--- config.mk ---
export PLATFORM = sky130hd
export DESIGN_NAME = bps_bridge_protection_supervisor
export DESIGN_NICKNAME = d
export VERILOG_FILES = /design/src/hdl/bps_bridge_protection_supervisor.v
export VERILOG_INCLUDE_DIRS = /design/src /design/src/hdl
export SDC_FILE = /design/constraint.sdc
export NUM_CORES = 1
export LEC_CHECK = 0
export BUFFER_PORTS_ARGS = -buffer_cell sky130_fd_sc_hd__buf_2
export CELL_PAD_IN_SITES_DETAIL_PLACEMENT = 2
export CELL_PAD_IN_SITES_GLOBAL_PLACEMENT = 2
export CORE_MARGIN = 8
export CORE_UTILIZATION = 35
export DETAILED_ROUTE_END_ITERATION = 12
export GPL_TIMING_DRIVEN = 0
export PLACE_DENSITY_LB_ADDON = 0.1
export SKIP_LAST_GASP = 1
export SLEW_MARGIN = 10
export SYNTH_ARGS = -nofsm -noshare
export SYNTH_HDL_FRONTEND = slang
export SYNTH_SLANG_ARGS = --single-unit
--- constraint.sdc ---
create_clock -name clk_sys -period 4.16 [get_ports clk_sys]
set_input_delay 0.832 -clock clk_sys [delete_from_list [all_inputs] [get_ports clk_sys]]
set_output_delay 0.832 -clock clk_sys [all_outputs]
set_load 0.005 [all_outputs]
--- src/hdl/bps_defines.vh ---
// constants for the bridge protection supervisor
`ifndef BPS_DEFINES_VH
`define BPS_DEFINES_VH

// ****************************************
// register byte addresses
// ****************************************
`define BPS_ADDR_CTRL   12'h000
`define BPS_ADDR_MASK   12'h004
`define BPS_ADDR_STATUS 12'h008
`define BPS_ADDR_OUTS   12'h00c

// ****************************************
// control register fields
// ****************************************
`define BPS_CTRL_VIN_A  0
`define BPS_CTRL_VIN_B  1
`define BPS_CTRL_SRC    2
`define BPS_CTRL_MODE   3
`define BPS_CTRL_PERMIT 4
`define BPS_CTRL_RESET  5'h18

// ****************************************
// status and mask fields (same order)
// ****************************************
`define BPS_ST_HOT      0
`define BPS_ST_WARN     1
`define BPS_ST_SCA      2
`define BPS_ST_SCB      3
`define BPS_ST_HIGH     4
`define BPS_ST_UV       5
`define BPS_MASK_RESP_OFF 12
`define BPS_MASK_RESET  6'h3d

// ****************************************
// filter times
// ****************************************
`define BPS_CLK_PERIOD_NS 10
`define BPS_UV_FILT_NS    10000
`define BPS_HI_FILT_NS    3000
`define BPS_HOT_FILT_NS   11000
// cycle counts at the clock period above, sized to the 11-bit filter counters
`define BPS_UV_FILT_CYC   11'h3e8
`define BPS_HI_FILT_CYC   11'h12c
`define BPS_HOT_FILT_CYC  11'h44c

`endif

--- src/hdl/bps_bridge_protection_supervisor.v ---
// protection, fault latching and output decision for an h-bridge driver
//
// The APB register port and the register addresses were chosen for this implementation.
`timescale 1ns/1ns
`include "bps_defines.vh"
`default_nettype none

module bps_bridge_protection_supervisor (
	// clock and reset
	input  wire        clk_sys,
	input  wire        reset,
	// apb slave
	input  wire        psel,
	input  wire        penable,
	input  wire        pwrite,
	input  wire [11:0] paddr,
	input  wire [31:0] pwdata,
	output reg  [31:0] prdata,
	output reg         pready,
	output reg         pslverr,
	// control pins, each with an open-pin detect
	input  wire        enable_pin,
	input  wire        enable_pin_open,
	input  wire        disable_pin,
	input  wire        disable_pin_open,
	input  wire        direction_input_a,
	input  wire        direction_input_a_open,
	input  wire        direction_input_b,
	input  wire        direction_input_b_open,
	// comparator indications
	input  wire        supply_low_ind,
	input  wire        supply_recovered_ind,
	input  wire        supply_high_ind,
	input  wire        overtemp_ind,
	input  wire        thermal_warn_ind,
	input  wire        short_a_ind,
	input  wire        short_b_ind,
	// bridge and status
	output reg         bridge_output_a,
	output reg         bridge_output_a_oe,
	output reg         bridge_output_b,
	output reg         bridge_output_b_oe,
	output reg         fault_status_out_n
);

	// ****************************************
	// input synchronisers
	// ****************************************
	wire [14:0] pins_raw;
	reg  [14:0] meta_q;
	reg  [14:0] sync_q;
	reg  [14:0] prev_q;

	assign pins_raw = {short_b_ind, short_a_ind, thermal_warn_ind, overtemp_ind,
		supply_high_ind, supply_recovered_ind, supply_low_ind,
		direction_input_b_open, direction_input_b, direction_input_a_open,
		direction_input_a, disable_pin_open, disable_pin, enable_pin_open, enable_pin};

	always @(posedge clk_sys) begin
		if (reset) begin
			meta_q <= 15'h0000;
			sync_q <= 15'h0000;
			prev_q <= 15'h0000;
		end else begin
			meta_q <= pins_raw;
			sync_q <= meta_q;
			prev_q <= sync_q;
		end
	end

	wire en_s      = sync_q[0];
	wire en_open_s = sync_q[1];
	wire hold_s    = sync_q[2];
	wire hold_opn  = sync_q[3];
	wire dir_a_s   = sync_q[4];
	wire dir_a_opn = sync_q[5];
	wire dir_b_s   = sync_q[6];
	wire dir_b_opn = sync_q[7];
	wire ind_low   = sync_q[8];
	wire ind_recov = sync_q[9];
	wire ind_high  = sync_q[10];
	wire ind_hot   = sync_q[11];
	wire ind_warm  = sync_q[12];
	wire ind_sca   = sync_q[13];
	wire ind_scb   = sync_q[14];

	// any change of the enable or disable pin releases latched faults
	wire pin_clear = (sync_q[1:0] != prev_q[1:0]) || (sync_q[3:2] != prev_q[3:2]);

	// ****************************************
	// filters
	// ****************************************
	// the genvar is passed whole, so no index bits are dropped
	function [10:0] filt_limit;
		input integer idx;
		begin
			case (idx)
				0: filt_limit = `BPS_UV_FILT_CYC;
				1: filt_limit = `BPS_UV_FILT_CYC;
				2: filt_limit = `BPS_HI_FILT_CYC;
				default: filt_limit = `BPS_HOT_FILT_CYC;
			endcase
		end
	endfunction

	wire [3:0] filt_in = {ind_hot, ind_high, ind_recov, ind_low};
	wire [3:0] filt_hit;

	genvar gi;
	generate
		for (gi = 0; gi < 4; gi = gi + 1) begin : g_filt
			reg [10:0] cnt_q;
			// counter saturates at its limit; any drop of the level restarts it
			always @(posedge clk_sys) begin
				if (reset || !filt_in[gi]) begin
					cnt_q <= 11'h000;
				end else if (cnt_q != filt_limit(gi)) begin
					cnt_q <= cnt_q + 11'h001;
				end
			end
			assign filt_hit[gi] = (cnt_q == filt_limit(gi));
		end
	endgenerate

	// ****************************************
	// registers and apb
	// ****************************************
	reg  [4:0] ctrl_q;
	reg  [5:0] mask_q;
	reg        resp_off_q;
	reg        uv_lock_q;
	reg        hi_active_q;
	reg        flag_hot_q;
	reg        flag_sca_q;
	reg        flag_scb_q;
	reg        flag_hi_q;
	reg        flag_uv_q;

	function [3:0] addr_dec;
		input [11:0] a;
		begin
			addr_dec = {a == `BPS_ADDR_OUTS, a == `BPS_ADDR_STATUS,
				a == `BPS_ADDR_MASK, a == `BPS_ADDR_CTRL};
		end
	endfunction

	wire       acc    = psel & penable & ~pready;
	wire [3:0] sel    = addr_dec(paddr);
	wire       wr_acc = acc & pwrite;
	wire [5:0] status = {flag_uv_q, flag_hi_q, flag_scb_q, flag_sca_q, ind_warm, flag_hot_q};
	wire [5:0] clr    = (wr_acc && sel[2]) ? pwdata[5:0] : 6'h00;

	reg [31:0] rd_mux;
	always @* begin
		rd_mux = 32'h0000_0000;
		case (1'b1)
			sel[0]: rd_mux[4:0] = ctrl_q;
			sel[1]: rd_mux = {19'h00000, resp_off_q, 6'h00, mask_q};
			sel[2]: rd_mux[5:0] = status;
			sel[3]: rd_mux[5:0] = {bridge_output_b_oe, bridge_output_a_oe,
				bridge_output_b, bridge_output_a, hi_active_q, uv_lock_q};
			default: rd_mux = 32'h0000_0000;
		endcase
	end

	// one wait state: pready rises on the second access cycle
	always @(posedge clk_sys) begin
		if (reset) begin
			pready  <= 1'b0;
			pslverr <= 1'b0;
			prdata  <= 32'h0000_0000;
			ctrl_q  <= `BPS_CTRL_RESET;
			mask_q  <= `BPS_MASK_RESET;
			resp_off_q <= 1'b0;
		end else begin
			pready  <= acc;
			pslverr <= acc & ~(|sel);
			if (acc && !pwrite)
				prdata <= rd_mux;
			if (wr_acc && sel[0])
				ctrl_q <= pwdata[4:0];
			if (wr_acc && sel[1]) begin
				mask_q <= pwdata[5:0];
				resp_off_q <= pwdata[`BPS_MASK_RESP_OFF];
			end
		end
	end

	// ****************************************
	// fault state
	// ****************************************
	// a set in the same cycle as a clear always wins
	always @(posedge clk_sys) begin
		if (reset) begin
			uv_lock_q   <= 1'b1;
			hi_active_q <= 1'b0;
			flag_hot_q  <= 1'b0;
			flag_sca_q  <= 1'b0;
			flag_scb_q  <= 1'b0;
			flag_hi_q   <= 1'b0;
			flag_uv_q   <= 1'b0;
		end else begin
			if (filt_hit[0])
				uv_lock_q <= 1'b1;
			else if (filt_hit[1])
				uv_lock_q <= 1'b0;
			hi_active_q <= filt_hit[2];
			flag_hi_q  <= filt_hit[2] | (flag_hi_q & ~clr[`BPS_ST_HIGH] & ~pin_clear);
			flag_uv_q  <= filt_hit[0] | (flag_uv_q & ~clr[`BPS_ST_UV] & ~pin_clear);
			flag_hot_q <= filt_hit[3] | (flag_hot_q & ~clr[`BPS_ST_HOT] & ~pin_clear);
			flag_sca_q <= ind_sca | (flag_sca_q & ~clr[`BPS_ST_SCA] & ~pin_clear);
			flag_scb_q <= ind_scb | (flag_scb_q & ~clr[`BPS_ST_SCB] & ~pin_clear);
		end
	end

	// ****************************************
	// output decision
	// ****************************************
	wire awake    = en_s & ~en_open_s;
	wire hold_act = hold_s | hold_opn;
	wire permit   = ctrl_q[`BPS_CTRL_PERMIT];
	wire full     = ctrl_q[`BPS_CTRL_MODE];
	wire use_vin  = ctrl_q[`BPS_CTRL_SRC];
	wire in_a     = use_vin ? ctrl_q[`BPS_CTRL_VIN_A] : (dir_a_s & ~dir_a_opn);
	wire in_b     = use_vin ? ctrl_q[`BPS_CTRL_VIN_B] : (dir_b_s & ~dir_b_opn);
	wire a_float  = ~use_vin & dir_a_opn;
	wire any_trip = flag_hot_q | flag_sca_q | flag_scb_q;

	reg drv_a;
	reg drv_b;
	reg oe_a;
	reg oe_b;
	reg fs_n;

	always @*begin
		drv_a = 1'b0;
		drv_b = 1'b0;
		oe_a  = 1'b0;
		oe_b  = 1'b0;
		if (awake && !hold_act && permit && !uv_lock_q) begin
			if (full) begin
				if (any_trip) begin
					oe_a = 1'b0;
					oe_b = 1'b0;
				end else if (hi_active_q && !resp_off_q) begin
					drv_a = 1'b1;
					drv_b = 1'b1;
					oe_a  = 1'b1;
					oe_b  = 1'b1;
				end else begin
					oe_a = 1'b1;
					oe_b = 1'b1;
					if (a_float) begin
						drv_a = ~in_b;
						drv_b = 1'b1;
					end else begin
						drv_a = ~in_b | in_a;
						drv_b = ~in_b | ~in_a;
					end
				end
			end else begin
				// overvoltage has no effect here, only its flag
				drv_a = in_a;
				drv_b = in_b;
				oe_a  = ~flag_hot_q & ~flag_sca_q;
				oe_b  = ~flag_hot_q & ~flag_scb_q;
			end
		end
		if (!awake)
			fs_n = 1'b1;
		else if (hold_act)
			fs_n = 1'b0;
		else
			fs_n = ~(|(status & mask_q));
	end

	// the response-off bit only stops the output action; the flag still reaches fs via the mask
	always @(posedge clk_sys) begin
		if (reset) begin
			bridge_output_a    <= 1'b0;
			bridge_output_b    <= 1'b0;
			bridge_output_a_oe <= 1'b0;
			bridge_output_b_oe <= 1'b0;
			fault_status_out_n <= 1'b1;
		end else begin
			bridge_output_a    <= drv_a;
			bridge_output_b    <= drv_b;
			bridge_output_a_oe <= oe_a;
			bridge_output_b_oe <= oe_b;
			fault_status_out_n <= fs_n;
		end
	end

endmodule

`default_nettype wire

==> PnR_summary.wiki <==
{| class="wikitable"
! Metric !! Value
|-
| Average wire per standard cell || ~16 um
|-
| Static power due to leakage || about 2.2 nW
|-
| Ys async rst share || 0%
|-
| Die H || approximately 130 um
|-
| Root buffer cell || sky130_fd_sc_hd__clkbuf_16
|-
| Routed Wire Length || around 12000 um
|-
| Quantity of gates resized following cts || 0
|-
| Total standard cell area after synthesis || 4690 um2
|-
| Total global routing track utilization || roughly 15%
|-
| Maximum number of pins on one net before global-route repair || 21
|-
| WP data required || roughly 4400 ps
|-
| Startpoint of the worst setup timing path || paddr[3]
|-
| Library cells used by synthesis || between 50 and 60
|-
| RSZ-0062 raised after global routing || false
|-
| Total number of nets in the final design || 650
|-
| Die width || between 100 and 150 um
|-
| HPWL Detailed || between 9000 and 10000 um
|-
| Via count of the first global-routing pass || ~4000
|-
| Leading register cell type out of synthesis || sky130_fd_sc_hd__dfxtp_1
|-
| Standard cell core area || 13200 um2
|-
| CP peak stage delay || 520 ps
|-
| Register-to-Register Setup Slack || 2210 ps
|-
| Total DRC errors in the routed layout || 0
|-
| Total of hold buffers inserted after clock tree synthesis || 0
|-
| Maximum level of the CTS H-tree || 3
|-
| Top Ports || around 100
|-
| Initial Util || around 36%
|-
| Die area || between 15000 and 20000 um2
|-
| Global placer's final weighted congestion || 0.743
|-
| Area growth, synth to finish || 18.8%
|-
| Period minus WS final || around 2500 ps
|-
| Share of final-layout standard cells stronger than drive strength 1 || a little under a fifth
|-
| Number of failing setup endpoints in the final timing report || 0
|-
| Max-capacitance violation count || 0
|-
| Routed via count divided by cell count || a little under 5
|-
| Layout Skew || between 8 and 9 ps
|-
| Wire length of the first global-routing pass || just over 20000 um
|-
| Class of the most critical hold timing path || flip-flop to flip-flop
|-
| Number of antenna violations at the first check in global routing || 0
|-
| Number of CTS-inserted buffers || 9
|-
| Type of destination of the critical path || flip-flop
|-
| Worst voltage drop across the vdd grid || 224 uV
|-
| Ordered list of cells on the worst path || buf_2, clkbuf_1, or4b_1, nor4_2, nand2_1, a32o_1
|-
| GR Overflow Total || 0
|-
| Max_slew headroom || between 40% and 50%
|-
| FF+latch area || 2220 um2
|-
| Worst flop-to-flop path startpoint || g_filt[2].cnt_q[7]
|-
| Mapped Avg Cell Area || 9.55 um2
|-
| TritonCTS clock tree || done
|-
| Number of pins exceeding their max-slew limit in the final report || 0
|-
| Kind of critical path || input pin to flip-flop
|-
| Number of placement rows || 42
|-
| Setup_tns || 0 ps
|-
| Count of endpoints failing hold in the final timing report || 0
|-
| Insertion delay of the later-clocked pin in the worst-skew pair || ~360 ps
|-
| Post-route worst hold slack || around 440 ps
|-
| Clock Sink Count || about 110
|-
| Initial detailed-routing violation count || 115
|-
| Areal power density over the cells || about 380 nW/um2
|-
| Cell count after synthesis || 491
|-
| Number of enable-type register cells in the synthesized netlist || 0
|-
| Share of the clock period used by the worst path after layout || 60.1%
|-
| Clock Pin Slew Worst Setup and Hold Paths || 80 ps
|-
| Synth warn || 0
|-
| Number of nets still failing antenna checks after routing || 0
|-
| Arrival time of data at the critical path endpoint || around 2800 ps
|-
| Port buffer count || between 50 and 60
|-
| Top achievable clock speed || 400 MHz
|-
| Cell with the largest stage delay on the worst path || sky130_fd_sc_hd__or4b_1
|-
| Antenna fix cells || 0
|-
| Post-synthesis sequential area ratio || a little under half
|-
| Transition at the pin with the smallest max-transition slack || between 800 and 900 ps
|-
| Fill cell instance count of the final layout || approximately 1500
|-
| Final Util || between 40% and 50%
|-
| Setup crit start kind || input pin
|-
| Critical-path maximum fanout || 10
|-
| Number of buffers on the longest clock path || 2
|-
| Status || completed
|-
| Total number of vias || 3695
|-
| Hold Crit Start || meta_q[12]
|-
| Initial DRT Pass Iterations || 4
|-
| Total setup buffers inserted after CTS || 0
|-
| Multi-input gate area || 2240 um2
|-
| Register bit count reported by yosys || roughly 110
|}
==> worst paths after layout <==
check	cells after the start	end
hold / removal	1	sync_q[12]
hold reg to reg	1	sync_q[12]
setup reg to reg	5	g_filt[2].cnt_q[4]
setup / recovery	6	flag_sca_q
==> synthesized netlist by cell type (2+ instances only) <==
cell type	count	area (um2)
sky130_fd_sc_hd__nand2b_1	5	31.3
sky130_fd_sc_hd__nand3_1	13	65.1
sky130_fd_sc_hd__ha_1	8	100
sky130_fd_sc_hd__a2111oi_0	2	17.5
sky130_fd_sc_hd__buf_4	25	188
sky130_fd_sc_hd__dfxtp_1	111	2220
sky130_fd_sc_hd__a31oi_1	2	12.5
sky130_fd_sc_hd__and4_1	3	26.3
sky130_fd_sc_hd__or4_1	3	22.5
sky130_fd_sc_hd__nor4_2	2	25.0
sky130_fd_sc_hd__nand4_1	14	87.6
sky130_fd_sc_hd__clkbuf_1	14	52.6
sky130_fd_sc_hd__mux2i_1	22	220
sky130_fd_sc_hd__o21ai_0	10	50.1
sky130_fd_sc_hd__mux2_2	6	67.6
sky130_fd_sc_hd__or3_1	8	50.1
sky130_fd_sc_hd__nor4_1	4	25.0
sky130_fd_sc_hd__nor2_1	42	158
sky130_fd_sc_hd__and3_1	5	31.3
sky130_fd_sc_hd__o21ai_1	2	10.0
sky130_fd_sc_hd__nand2_1	39	146
sky130_fd_sc_hd__nor2b_1	41	257
sky130_fd_sc_hd__buf_6	2	22.5
sky130_fd_sc_hd__or4b_1	3	30.0
sky130_fd_sc_hd__inv_1	12	45.0
sky130_fd_sc_hd__a31o_1	3	26.3
sky130_fd_sc_hd__a32o_1	2	20.0
sky130_fd_sc_hd__nor4bb_1	3	30.0
sky130_fd_sc_hd__a22oi_1	8	60.1
sky130_fd_sc_hd__xnor2_1	15	131
sky130_fd_sc_hd__a21oi_1	12	60.1
sky130_fd_sc_hd__o22ai_1	4	25.0
sky130_fd_sc_hd__or4_4	2	22.5
sky130_fd_sc_hd__nor3_1	9	45.0
sky130_fd_sc_hd__xor2_1	17	149
==> layout make-up <==
cell class	count	area share, %
Multi-Input combinational cell	349	40.2
Clock buffer	9	4.04
Inverter	12	0.808
Timing Repair Buffer	52	4.67
Clock inverter	7	1.55
Sequential cell	111	39.9
Tap cell	176	3.95
Buffer	43	4.87
==> through the flow <==
step	cell area (um2)	std cells	power, W	setup WS [ps]
6_report	5570	759	0.00211	1660
5_1_grt	5570	759	0.00221	1550
4_1_cts	5570	759	0.00215	1650
3_5_place_dp	5260	743	0.00123	1290
3_3_place_gp	5260	743	0.00123	1340
2_1_floorplan	4780	515	0.00119	1700
==> layer usage <==
metal,vias to the layer above,routed length (um),global-route usage [%]
li1,1819,-,-
met1,1822,5490,17.1
met2,46,6280,25.6
met3,8,372,4.38
met4,0,114,3.83
met5,-,0,0
==> placed cells by master (no fill, tap or decap), drive strengths merged, types with 4 or more instances in the layout <==
cell,n
a21oi,12
a22oi,8
a31o,4
and3,5
buf,81
clkbuf,23
conb,25
dfxtp,111
ha,8
inv,15
mux2,6
mux2i,22
nand2,39
nand2b,5
nand3,13
nand4,14
nor2,42
nor2b,41
nor3,9
nor4,7
o21ai,12
o22ai,4
or3,8
or4,5
or4b,4
xnor2,15
xor2,17
==> cell families (layout without fill, tap and decap cells) <==
| logic type | Yosys count | count (layout) | share of synthesized area (%) |
|---|---|---|---|
| xor+xnor | 32 | 32 | 5.98 |
| simple gates | 204 | 204 | 24.2 |
| compound gates | 52 | 52 | 7.34 |
| mux | 28 | 28 | 6.14 |
| fa+ha+maj | 8 | 8 | 2.13 |
| flops | 111 | 111 | 47.4 |
| buf+inv | 55 | 123 | 6.75 |
| other cells | 1 | 25 | 0.0800 |
==> power by group <==
part	internal (W)	leakage [nW]	total, W	switching (W)
Sequential	0.00108	0.902	0.00109	0.00000912
Combinational	0.0000567	1.15	0.000116	0.0000588
Clock	0.000481	0.155	0.000907	0.000426
Total	0.00162	2.21	0.00211	0.000494
==> sequential cells by signal, indices dropped and copies added, names as in the netlist, 4 cells and up <==
name	cells
mask_q	6
prdata	7
prev_q	4
sync_q	15
meta_q	15
g_filt.cnt_q	44
ctrl_q	5
==> critical path, delay by kind of cell <==
family,cells,cell delay [ps]
buffers and inverters,2,530
AO/OA/AOI/OAI,1,270
AND/OR/NAND/NOR,3,1130
(Power assumes the default switching activity.)
